**config.mk**
```make
export PLATFORM = sky130hd
export DESIGN_NAME = ardio_top
export DESIGN_NICKNAME = d
export VERILOG_FILES = /design/src/rtl/ardio_pkg.sv /design/src/rtl/ardio_pcnt.sv /design/src/rtl/ardio_top.sv
export SDC_FILE = /design/constraint.sdc
export NUM_CORES = 2
export LEC_CHECK = 0
export CAP_MARGIN = 20
export CORE_ASPECT_RATIO = 1.1
export CORE_MARGIN = 2
export CORE_UTILIZATION = 58
export DETAILED_ROUTE_END_ITERATION = 7
export DONT_BUFFER_PORTS = 1
export MAX_ROUTING_LAYER = met4
export PLACE_DENSITY = 0.83
export SETUP_SLACK_MARGIN = 0.02
export SKIP_LAST_GASP = 1
export SYNTH_ARGS = -nofsm -noshare
export SYNTH_HDL_FRONTEND = slang
export SYNTH_SLANG_ARGS = --single-unit
export TNS_END_PERCENT = 1
```
**constraint.sdc**
```tcl
create_clock -name clk -period 9.19 [get_ports clk]
set_clock_uncertainty 0.2 [all_clocks]
set_input_delay 1.3785 -clock clk [delete_from_list [all_inputs] [get_ports clk]]
set_output_delay 1.3785 -clock clk [all_outputs]
set_load 0.01 [all_outputs]
```
**src/rtl/ardio_pkg.sv**
```systemverilog
// =====================================================================
// Alarm relay and digital IO channel logic: shared constants
// =====================================================================
package ardio_pkg;

  // =================================================================
  // Sizes and timing
  // =================================================================
  localparam int ARD_NCH = 16;
  localparam int ARD_DW = 16;
  localparam int ARD_AW = 8;
  localparam int ARD_FW = 16;
  localparam int ARD_NPL = 4;
  localparam int ARD_CLK_NS = 100;
  localparam int ARD_TICK_NS = 100_000_000;
  localparam int ARD_TICK_CYC = ARD_TICK_NS / ARD_CLK_NS;
  localparam int ARD_GATE_NS = 1_000_000_000;
  localparam int ARD_GATE_TICKS = ARD_GATE_NS / ARD_TICK_NS;
  localparam logic [15:0] ARD_DUR_MIN = 16'h0001;
  localparam logic [15:0] ARD_DUR_MAX = 16'hfd20;

  // =================================================================
  // Card population
  // =================================================================
  localparam int ARD_CH_DIG8 = 8;
  localparam int ARD_CH_DIG16 = 16;
  localparam int ARD_CH_REL4 = 4;
  localparam int ARD_CH_REL8 = 8;
  localparam int ARD_REL8_FIXED = 6;

  // =================================================================
  // Register map (word index)
  // =================================================================
  localparam logic [7:0] A_CARD = 8'h00;
  localparam logic [7:0] A_STATE = 8'h01;
  localparam logic [7:0] A_RELAY = 8'h02;
  localparam logic [7:0] A_ISTAT = 8'h03;
  localparam logic [7:0] A_IMASK = 8'h04;
  localparam logic [7:0] A_ACK = 8'h05;
  localparam logic [7:0] A_HPEN = 8'h06;
  localparam logic [7:0] A_CFG = 8'h10;
  localparam logic [7:0] A_DUR = 8'h20;
  localparam logic [7:0] A_LFREQ = 8'h30;
  localparam logic [7:0] A_HFREQ = 8'h34;

  // Channel config fields
  localparam int CB_EN = 0;
  localparam int CB_MODE = 1;
  localparam int CB_SGL = 3;
  localparam int CB_FS = 4;
  localparam int CB_CHART = 5;
  localparam int CFG_W = 6;

  // Interrupt status fields
  localparam int IB_IN = 0;
  localparam int IB_OUT = 1;
  localparam int IB_FRQ = 2;
  localparam int IB_REJ = 3;
  localparam int IRQ_W = 4;

  typedef enum logic [1:0] {
    MODE_IN = 2'h0,
    MODE_OUT = 2'h1,
    MODE_PULSE = 2'h2
  } ardio_mode_t;

  typedef enum logic [1:0] {
    KIND_DIG8 = 2'h0,
    KIND_DIG16 = 2'h1,
    KIND_REL4 = 2'h2,
    KIND_REL8 = 2'h3
  } ardio_kind_t;

  localparam ardio_kind_t ARD_CARD_RST = KIND_DIG16;

endpackage : ardio_pkg

```
**src/rtl/ardio_pcnt.sv**
```systemverilog
`timescale 1ns/1ps
// =====================================================================
// Pulse frequency counter: one pin, one-second gate
// =====================================================================
module ardio_pcnt
  import ardio_pkg::*;
#(
  parameter int FW = ARD_FW
)
(
  input wire logic clk,
  input wire logic rstn,
  input wire logic pin,
  input wire logic en,
  input wire logic gate,
  output logic [FW-1:0] freq
);

  typedef struct packed {
    logic [2:0] sy;
    logic lvl;
    logic [FW-1:0] cnt;
    logic [FW-1:0] frq;
  } ardio_pc_st_t;

  ardio_pc_st_t q, d;
  logic rise;

  // Sync, edge count, latch at gate end
  always_comb
  begin
    d = q;
    d.sy = {q.sy[1:0], pin};
    if (q.sy[1] == q.sy[2])
      d.lvl = q.sy[1];
    rise = d.lvl && !q.lvl;
    if (rise && q.cnt != '1)
      d.cnt = q.cnt + 1'b1;
    if (gate)
    begin
      d.frq = (rise && q.cnt != '1) ? q.cnt + 1'b1 : q.cnt;
      d.cnt = '0;
    end
    if (!en)
    begin
      d.cnt = '0;
      d.frq = '0;
    end
  end

  always_ff @(posedge clk)
  begin
    if (!rstn)
      q <= '0;
    else
      q <= d;
  end

  assign freq = q.frq;
endmodule : ardio_pcnt

```
**src/rtl/ardio_top.sv**
```systemverilog
`timescale 1ns/1ps
// =====================================================================
// Alarm relay / digital IO card channel logic
// =====================================================================
module ardio_top
  import ardio_pkg::*;
#(
  parameter int NCH = ARD_NCH,
  parameter int TICK_CYC = ARD_TICK_CYC
)
(
  input wire logic clk,
  input wire logic rstn,
  input wire logic [ARD_AW-1:0] reg_addr,
  input wire logic [ARD_DW-1:0] reg_wdata,
  input wire logic reg_wr,
  input wire logic reg_rd,
  output logic [ARD_DW-1:0] reg_rdata,
  input wire logic [NCH-1:0] alarm_in,
  input wire logic [NCH-1:0] io_i,
  output logic [NCH-1:0] io_o,
  output logic [NCH-1:0] io_oen,
  input wire logic [ARD_NPL-1:0] hp_i,
  output logic [NCH-1:0] evt_msg,
  output logic [NCH-1:0] evt_chart,
  output logic irq
);

  localparam int NPL = ARD_NPL;
  localparam int DIVW = $clog2(TICK_CYC + 1);

  typedef struct packed {
    ardio_kind_t card;
    logic [NCH-1:0][CFG_W-1:0] cfg;
    logic [NCH-1:0][15:0] dur;
    logic [NCH-1:0][15:0] tmr;
    logic [NCH-1:0] s1;
    logic [NCH-1:0] s2;
    logic [NCH-1:0] s3;
    logic [NCH-1:0] lvl;
    logic [NCH-1:0] trg;
    logic [NCH-1:0] ackd;
    logic [NCH-1:0] actp;
    logic [NCH-1:0] cont;
    logic [NCH-1:0] oen;
    logic [NCH-1:0] em;
    logic [NCH-1:0] ec;
    logic [NPL-1:0] hpen;
    logic [IRQ_W-1:0] ist;
    logic [IRQ_W-1:0] imsk;
    logic [DIVW-1:0] div;
    logic [3:0] tk;
    logic [ARD_DW-1:0] rdat;
  } ardio_st_t;

  ardio_st_t q, d;
  logic [NCH-1:0] outm, inm, act, sgl, fs, ack;
  logic [NPL-1:0] pls_en;
  logic [NPL-1:0][ARD_FW-1:0] lfreq, hfreq;
  logic tick, gate, evin, evout, rej;

  // Card population and mode legality per channel
  function automatic logic mode_ok(input ardio_kind_t kind, input int ch,
                                   input logic [1:0] m);
    logic ok;
    ok = 1'b0;
    unique case (kind)
      KIND_DIG8:
        ok = (ch < ARD_CH_DIG8) && (m != 2'h3) && (m != MODE_PULSE || ch < NPL);
      KIND_DIG16:
        ok = (ch < ARD_CH_DIG16) && (m != 2'h3) && (m != MODE_PULSE || ch < NPL);
      KIND_REL4:
        ok = (ch < ARD_CH_REL4) && (m == MODE_OUT);
      KIND_REL8:
        ok = (ch < ARD_CH_REL8) && (m == MODE_OUT ||
             (ch >= ARD_REL8_FIXED && m == MODE_IN));
    endcase
    return ok;
  endfunction : mode_ok

  // =================================================================
  // Next-state logic
  // =================================================================
  always_comb
  begin
    logic en_c;
    logic rise;
    int idx;
    en_c = 1'b0;
    rise = 1'b0;
    idx = 0;
    d = q;
    evin = 1'b0;
    evout = 1'b0;
    rej = 1'b0;
    outm = '0;
    inm = '0;
    act = '0;
    sgl = '0;
    fs = '0;
    pls_en = '0;
    // Tenth-second tick and one-second gate
    tick = (q.div == DIVW'(TICK_CYC - 1));
    gate = tick && (q.tk == 4'(ARD_GATE_TICKS - 1));
    d.div = tick ? '0 : q.div + 1'b1;
    if (tick)
      d.tk = gate ? 4'h0 : q.tk + 4'h1;
    ack = (reg_wr && reg_addr == A_ACK) ? NCH'(reg_wdata) : '0;
    // Three-stage pin sync
    d.s1 = io_i;
    d.s2 = q.s1;
    d.s3 = q.s2;
    for (int i = 0; i < NCH; i++)
    begin
      en_c = q.cfg[i][CB_EN] && mode_ok(q.card, i, q.cfg[i][CB_MODE +: 2]);
      outm[i] = en_c && q.cfg[i][CB_MODE +: 2] == MODE_OUT;
      inm[i] = en_c && q.cfg[i][CB_MODE +: 2] == MODE_IN;
      sgl[i] = q.cfg[i][CB_SGL];
      fs[i] = q.cfg[i][CB_FS];
      if (q.s2[i] == q.s3[i])
        d.lvl[i] = q.s2[i];
      // Trigger history and acknowledge latch
      d.trg[i] = alarm_in[i] && outm[i];
      rise = d.trg[i] && !q.trg[i];
      if (!d.trg[i])
        d.ackd[i] = 1'b0;
      else if (ack[i])
        d.ackd[i] = 1'b1;
      // Single-pulse timer in tenth-second steps
      if (!outm[i])
        d.tmr[i] = '0;
      else if (rise)
        d.tmr[i] = q.dur[i];
      else if (tick && q.tmr[i] != '0)
        d.tmr[i] = q.tmr[i] - 16'h0001;
      act[i] = outm[i] && (sgl[i] ? (q.tmr[i] != '0) : (q.trg[i] && !q.ackd[i]));
      d.actp[i] = act[i];
      d.cont[i] = outm[i] && (act[i] ^ fs[i]);
      d.oen[i] = !outm[i];
      // State-change events and their routing
      d.em[i] = (inm[i] && d.lvl[i] != q.lvl[i]) || (outm[i] && act[i] != q.actp[i]);
      d.ec[i] = d.em[i] && q.cfg[i][CB_CHART];
      evin = evin || (inm[i] && d.lvl[i] != q.lvl[i]);
      evout = evout || (outm[i] && act[i] != q.actp[i]);
    end
    for (int k = 0; k < NPL; k++)
    begin
      pls_en[k] = q.cfg[k][CB_EN] && q.cfg[k][CB_MODE +: 2] == MODE_PULSE &&
                  mode_ok(q.card, k, q.cfg[k][CB_MODE +: 2]);
    end
    // Register writes
    if (reg_wr)
    begin
      idx = int'(reg_addr[3:0]);
      if (reg_addr == A_CARD)
        d.card = ardio_kind_t'(reg_wdata[1:0]);
      if (reg_addr == A_IMASK)
        d.imsk = reg_wdata[IRQ_W-1:0];
      if (reg_addr == A_HPEN)
        d.hpen = reg_wdata[NPL-1:0];
      if (reg_addr[7:4] == A_CFG[7:4] && idx < NCH)
      begin
        if (mode_ok(q.card, idx, reg_wdata[CB_MODE +: 2]))
          d.cfg[idx] = reg_wdata[CFG_W-1:0];
        else
          rej = 1'b1;
      end
      if (reg_addr[7:4] == A_DUR[7:4] && idx < NCH)
      begin
        if (reg_wdata < ARD_DUR_MIN)
          d.dur[idx] = ARD_DUR_MIN;
        else if (reg_wdata > ARD_DUR_MAX)
          d.dur[idx] = ARD_DUR_MAX;
        else
          d.dur[idx] = reg_wdata;
      end
    end
    // Read mux, data valid the cycle after the strobe only
    d.rdat = '0;
    if (reg_rd)
    begin
      idx = int'(reg_addr[3:0]);
      if (reg_addr == A_CARD)
        d.rdat = ARD_DW'(q.card);
      else if (reg_addr == A_STATE)
        d.rdat = ARD_DW'(q.lvl & inm);
      else if (reg_addr == A_RELAY)
        d.rdat = ARD_DW'(act);
      else if (reg_addr == A_ISTAT)
        d.rdat = ARD_DW'(q.ist);
      else if (reg_addr == A_IMASK)
        d.rdat = ARD_DW'(q.imsk);
      else if (reg_addr == A_HPEN)
        d.rdat = ARD_DW'(q.hpen);
      else if (reg_addr[7:4] == A_CFG[7:4] && idx < NCH)
        d.rdat = ARD_DW'(q.cfg[idx]);
      else if (reg_addr[7:4] == A_DUR[7:4] && idx < NCH)
        d.rdat = q.dur[idx];
      else if (reg_addr[7:2] == A_LFREQ[7:2])
        d.rdat = lfreq[reg_addr[1:0]];
      else if (reg_addr[7:2] == A_HFREQ[7:2])
        d.rdat = hfreq[reg_addr[1:0]];
    end
    // Sticky status, read clears, new event wins
    d.ist = ((reg_rd && reg_addr == A_ISTAT) ? '0 : q.ist) |
            {rej, gate, evout, evin};
  end

  // State register
  always_ff @(posedge clk)
  begin
    if (!rstn)
    begin
      q <= '0;
      q.dur <= {NCH{ARD_DUR_MIN}}; // Shortest legal pulse until programmed
      q.oen <= '1;
      q.card <= ARD_CARD_RST;
    end
    else
      q <= d;
  end

  // =================================================================
  // Pulse counters: digital channels 0-3 and dedicated pulse pins
  // =================================================================
  for (genvar k = 0; k < NPL; k++)
  begin : g_pc
    ardio_pcnt #(.FW(ARD_FW)) u_lo (
      .clk(clk),
      .rstn(rstn),
      .pin(io_i[k]),
      .en(pls_en[k]),
      .gate(gate),
      .freq(lfreq[k])
    );
    ardio_pcnt #(.FW(ARD_FW)) u_hi (
      .clk(clk),
      .rstn(rstn),
      .pin(hp_i[k]),
      .en(q.hpen[k]),
      .gate(gate),
      .freq(hfreq[k])
    );
  end

  // Outputs
  assign io_o = q.cont;
  assign io_oen = q.oen;
  assign evt_msg = q.em;
  assign evt_chart = q.ec;
  assign reg_rdata = q.rdat;
  assign irq = |(q.ist & q.imsk);
endmodule : ardio_top

```
==> impl_metrics.toml <==
[synthesis]
ys_seq_area_share_pct = 45.0
ys_async_sr_fraction_pct = 0
yosysTopAreaCell = "dfxtp_1"
synth_area_leaders = "dfxtp_1, nor2_1, mux4_2"
synth-edff-count = 0
synth_area_mm2 = 0.0496
ys_ff_latch = 1114
synthesis.nets = 5682
netlist.area_leader.share_pct = 45.0
synth.most_common_cell = "dfxtp_1"
synthCells = 5591
yosys_warnings = 0
synth.distinct_cells = 78
synth_common_cells = "dfxtp_1, nor2_1, nand2_1"
ys.flop_type = "dfxtp_1"
synth_area_per_cell_um2 = 8.86

[sta]
finalCriticalPeriod_ns = 4.30
timing.slew.headroom_pct = 20.5
setup_slack_ns = 4.89
slew_viol_final = 0
fin_tns_setup_ns = 0
post-route-period-util_pct = 46.8
whs_ns = 0.231
setup_violations = 0
hold_viol = 0
clock.fmax_mhz = 233
grt_setup_unrepaired = "no"
worstMarginPinSlew_ns = 1.19

[finish]
fin_util_pct = 63.2
finalInstanceArea_mm2 = 0.0535
layout.nets = 5415
area_delta_synth_final_pct = 8.05
layout-drive-gt1-share_pct = 7.53

[clocking]
numCtsBuffers = 111
h-tree-depth = 3
hold_buffers = 0
cts-root-buf = "clkbuf_16"
post_cts_buffers = 0
clockBufferDepth = 3
cts_tree = "built"
postCtsResizedCells = 0
clock_latency_ns = 0.73
cts_sinks = 1114
clk_pin_slew_ns = 0.06

[route]
dr.pass1.iters = 7
wl_per_cell_um = 23.3
wirelength_um = 153000
vias = 41880
drc = 0
met1_length_um = 56000
highest_layer = "met4"
met2WireLength_um = 66900
routed_via_density = 6.37
postRouteAntennaNets = 0
drt_iter0_markers = 5392
wl_met3_um = 16700

[job]
max_cap_viol_count = 0

[worst_hold_path]
min_path_cells = 1
hp-start = "d[211]"
hold_path_class = "flop to flop"
hold_end = "d[195]"

[setup_path]
critical_path.max_fanout = 92
endpoint_kind = "flop"
r2r_start = "q[20]"
r2r_setup_slack_ns = 4.89
critPathLaunch = "q[20]"
r2r_cells = 8
required_ns = 9.60
reg2reg_to = "g_pc[1].u_hi.freq[7]"
cp.arrival_ns = 4.71
critical_path_class = "flop to flop"
start_kind = "flop"

[grt]
grt_pass1_vias = 39278
grt_usage_pct = 35.1
grt_max_degree = 214
overflow = 0
grt_pass1_wl_um = 231000
antenna_found_initial = 14

[die]
fp.dieW_um = 283
start_util_pct = 58.5
io-pin-count = 145
dieArea_mm2 = 0.0878
fp.dieH_um = 311
core_area_mm2 = 0.0848
num_rows = 112

[outcome]
status = "finished clean"

[placed_design]
dp_slack_ns = 4.93
numPortBuffers = 0
post_dp_cell_area_mm2 = 0.0493
dp_hpwl_um = 107000
globalplace.congestion = 1.02

[pwr]
p_per_area_mw_per_mm2 = 185
vdd_ir_drop_max_mv = 0.172
power.leakage_nw = 18.8
layout by cell type (no fill, tap or decap), types with 15 or more instances in the layout:
cell type,netlist,layout
and2_1,105,105
a21oi_1,339,339
o211ai_1,22,22
or4_1,22,22
nand4_1,76,76
and4_1,23,23
and3_1,59,59
nand2_1,663,663
clkbuf_1,303,20
nor4b_1,22,22
bufinv_16,0,15
inv_1,77,76
diode_2,0,17
clkbuf_8,0,27
buf_4,83,29
nand3b_1,35,35
dfxtp_1,1114,1114
mux2i_1,124,124
xnor2_1,227,227
a211oi_1,303,303
clkbuf_16,0,114
nor3b_1,22,21
ha_1,27,27
nand2b_1,21,21
o21ai_0,152,152
nor3_1,101,99
xor2_1,171,171
nor4_1,77,76
mux4_2,141,141
clkinv_2,0,22
nor2b_1,37,37
a22oi_1,16,16
nand3_1,115,115
or3_1,37,37
nor2_1,899,898
cells by family after synthesis:
family / share of synthesized area, %
flip-flops: 45.0
adder cells (fa/ha/maj): 0.682
buffers and inverters: 4.50
XOR/XNOR: 7.03
AND/OR/NAND/NOR: 22.2
multiplexers: 8.96
AO/OA/AOI/OAI: 11.6
worst max path at each step:
stage | to | slack, ns | cells past startpoint
2_1_floorplan | reg_rdata[5] | 5.34 | 10
3_3_place_gp | q[665] | 5.03 | 7
3_5_place_dp | q[697] | 4.93 | 7
4_1_cts | g_pc[1].u_hi.freq[7] | 5.09 | 8
5_1_grt | g_pc[1].u_hi.freq[7] | 4.81 | 8
6_report | g_pc[1].u_hi.freq[7] | 4.89 | 8
cell type report:
type	instances	area (um2)
flip-flops and latches	1114	22300
repair buffers	41	429
clock buffers	161	3300
multi-input cells	3979	25100
inverters	77	297
fillers	6691	31200
well taps	1140	1430
diodes	17	42.5
clock inverters	48	696
worst max-delay path: stages, from the launching register on:
cell and delay [ns]:
dfxtp_1 0.36, ha_1 0.24, nand3_1 0.65, nor3_4 0.35, buf_4 0.57, nor3b_2 0.27, buf_4 0.73, nand3_1 0.42
o21ai_0 0.32
sequential cells by signal (all words and copies together) (netlist names):
register,count
d,26
evt_chart,16
evt_msg,16
fs,16
g_pc.u_hi.d,8
g_pc.u_hi.freq,64
g_pc.u_hi.q,72
g_pc.u_lo.d,6
g_pc.u_lo.freq,64
g_pc.u_lo.q,68
io_o,16
io_oen,16
q,710
reg_rdata,16
layer usage:
layer | track usage, % | vias to the layer above
li1 | - | 18955
met1 | 41.5 | 19821
met2 | 51.3 | 2395
met3 | 8.86 | 709
met4 | 26.5 | 0
met5 | - | -
stage by stage:
step	std cells	total power, mW
finish	6577	9.90
detailed placement	6336	5.08
global route	6575	10.1
global placement	6335	5.08
floorplan	5591	5.10
CTS	6545	9.91
power breakdown:
| part | switching (mW) | total (mW) | internal, mW | leakage [nW] |
|---|---|---|---|---|
| sequential | 0.0113 | 4.85 | 4.84 | 8.98 |
| clock | 1.99 | 4.91 | 2.92 | 1.97 |
| combinational | 0.0822 | 0.129 | 0.0468 | 7.87 |
Power figures use the tool's default switching activity.
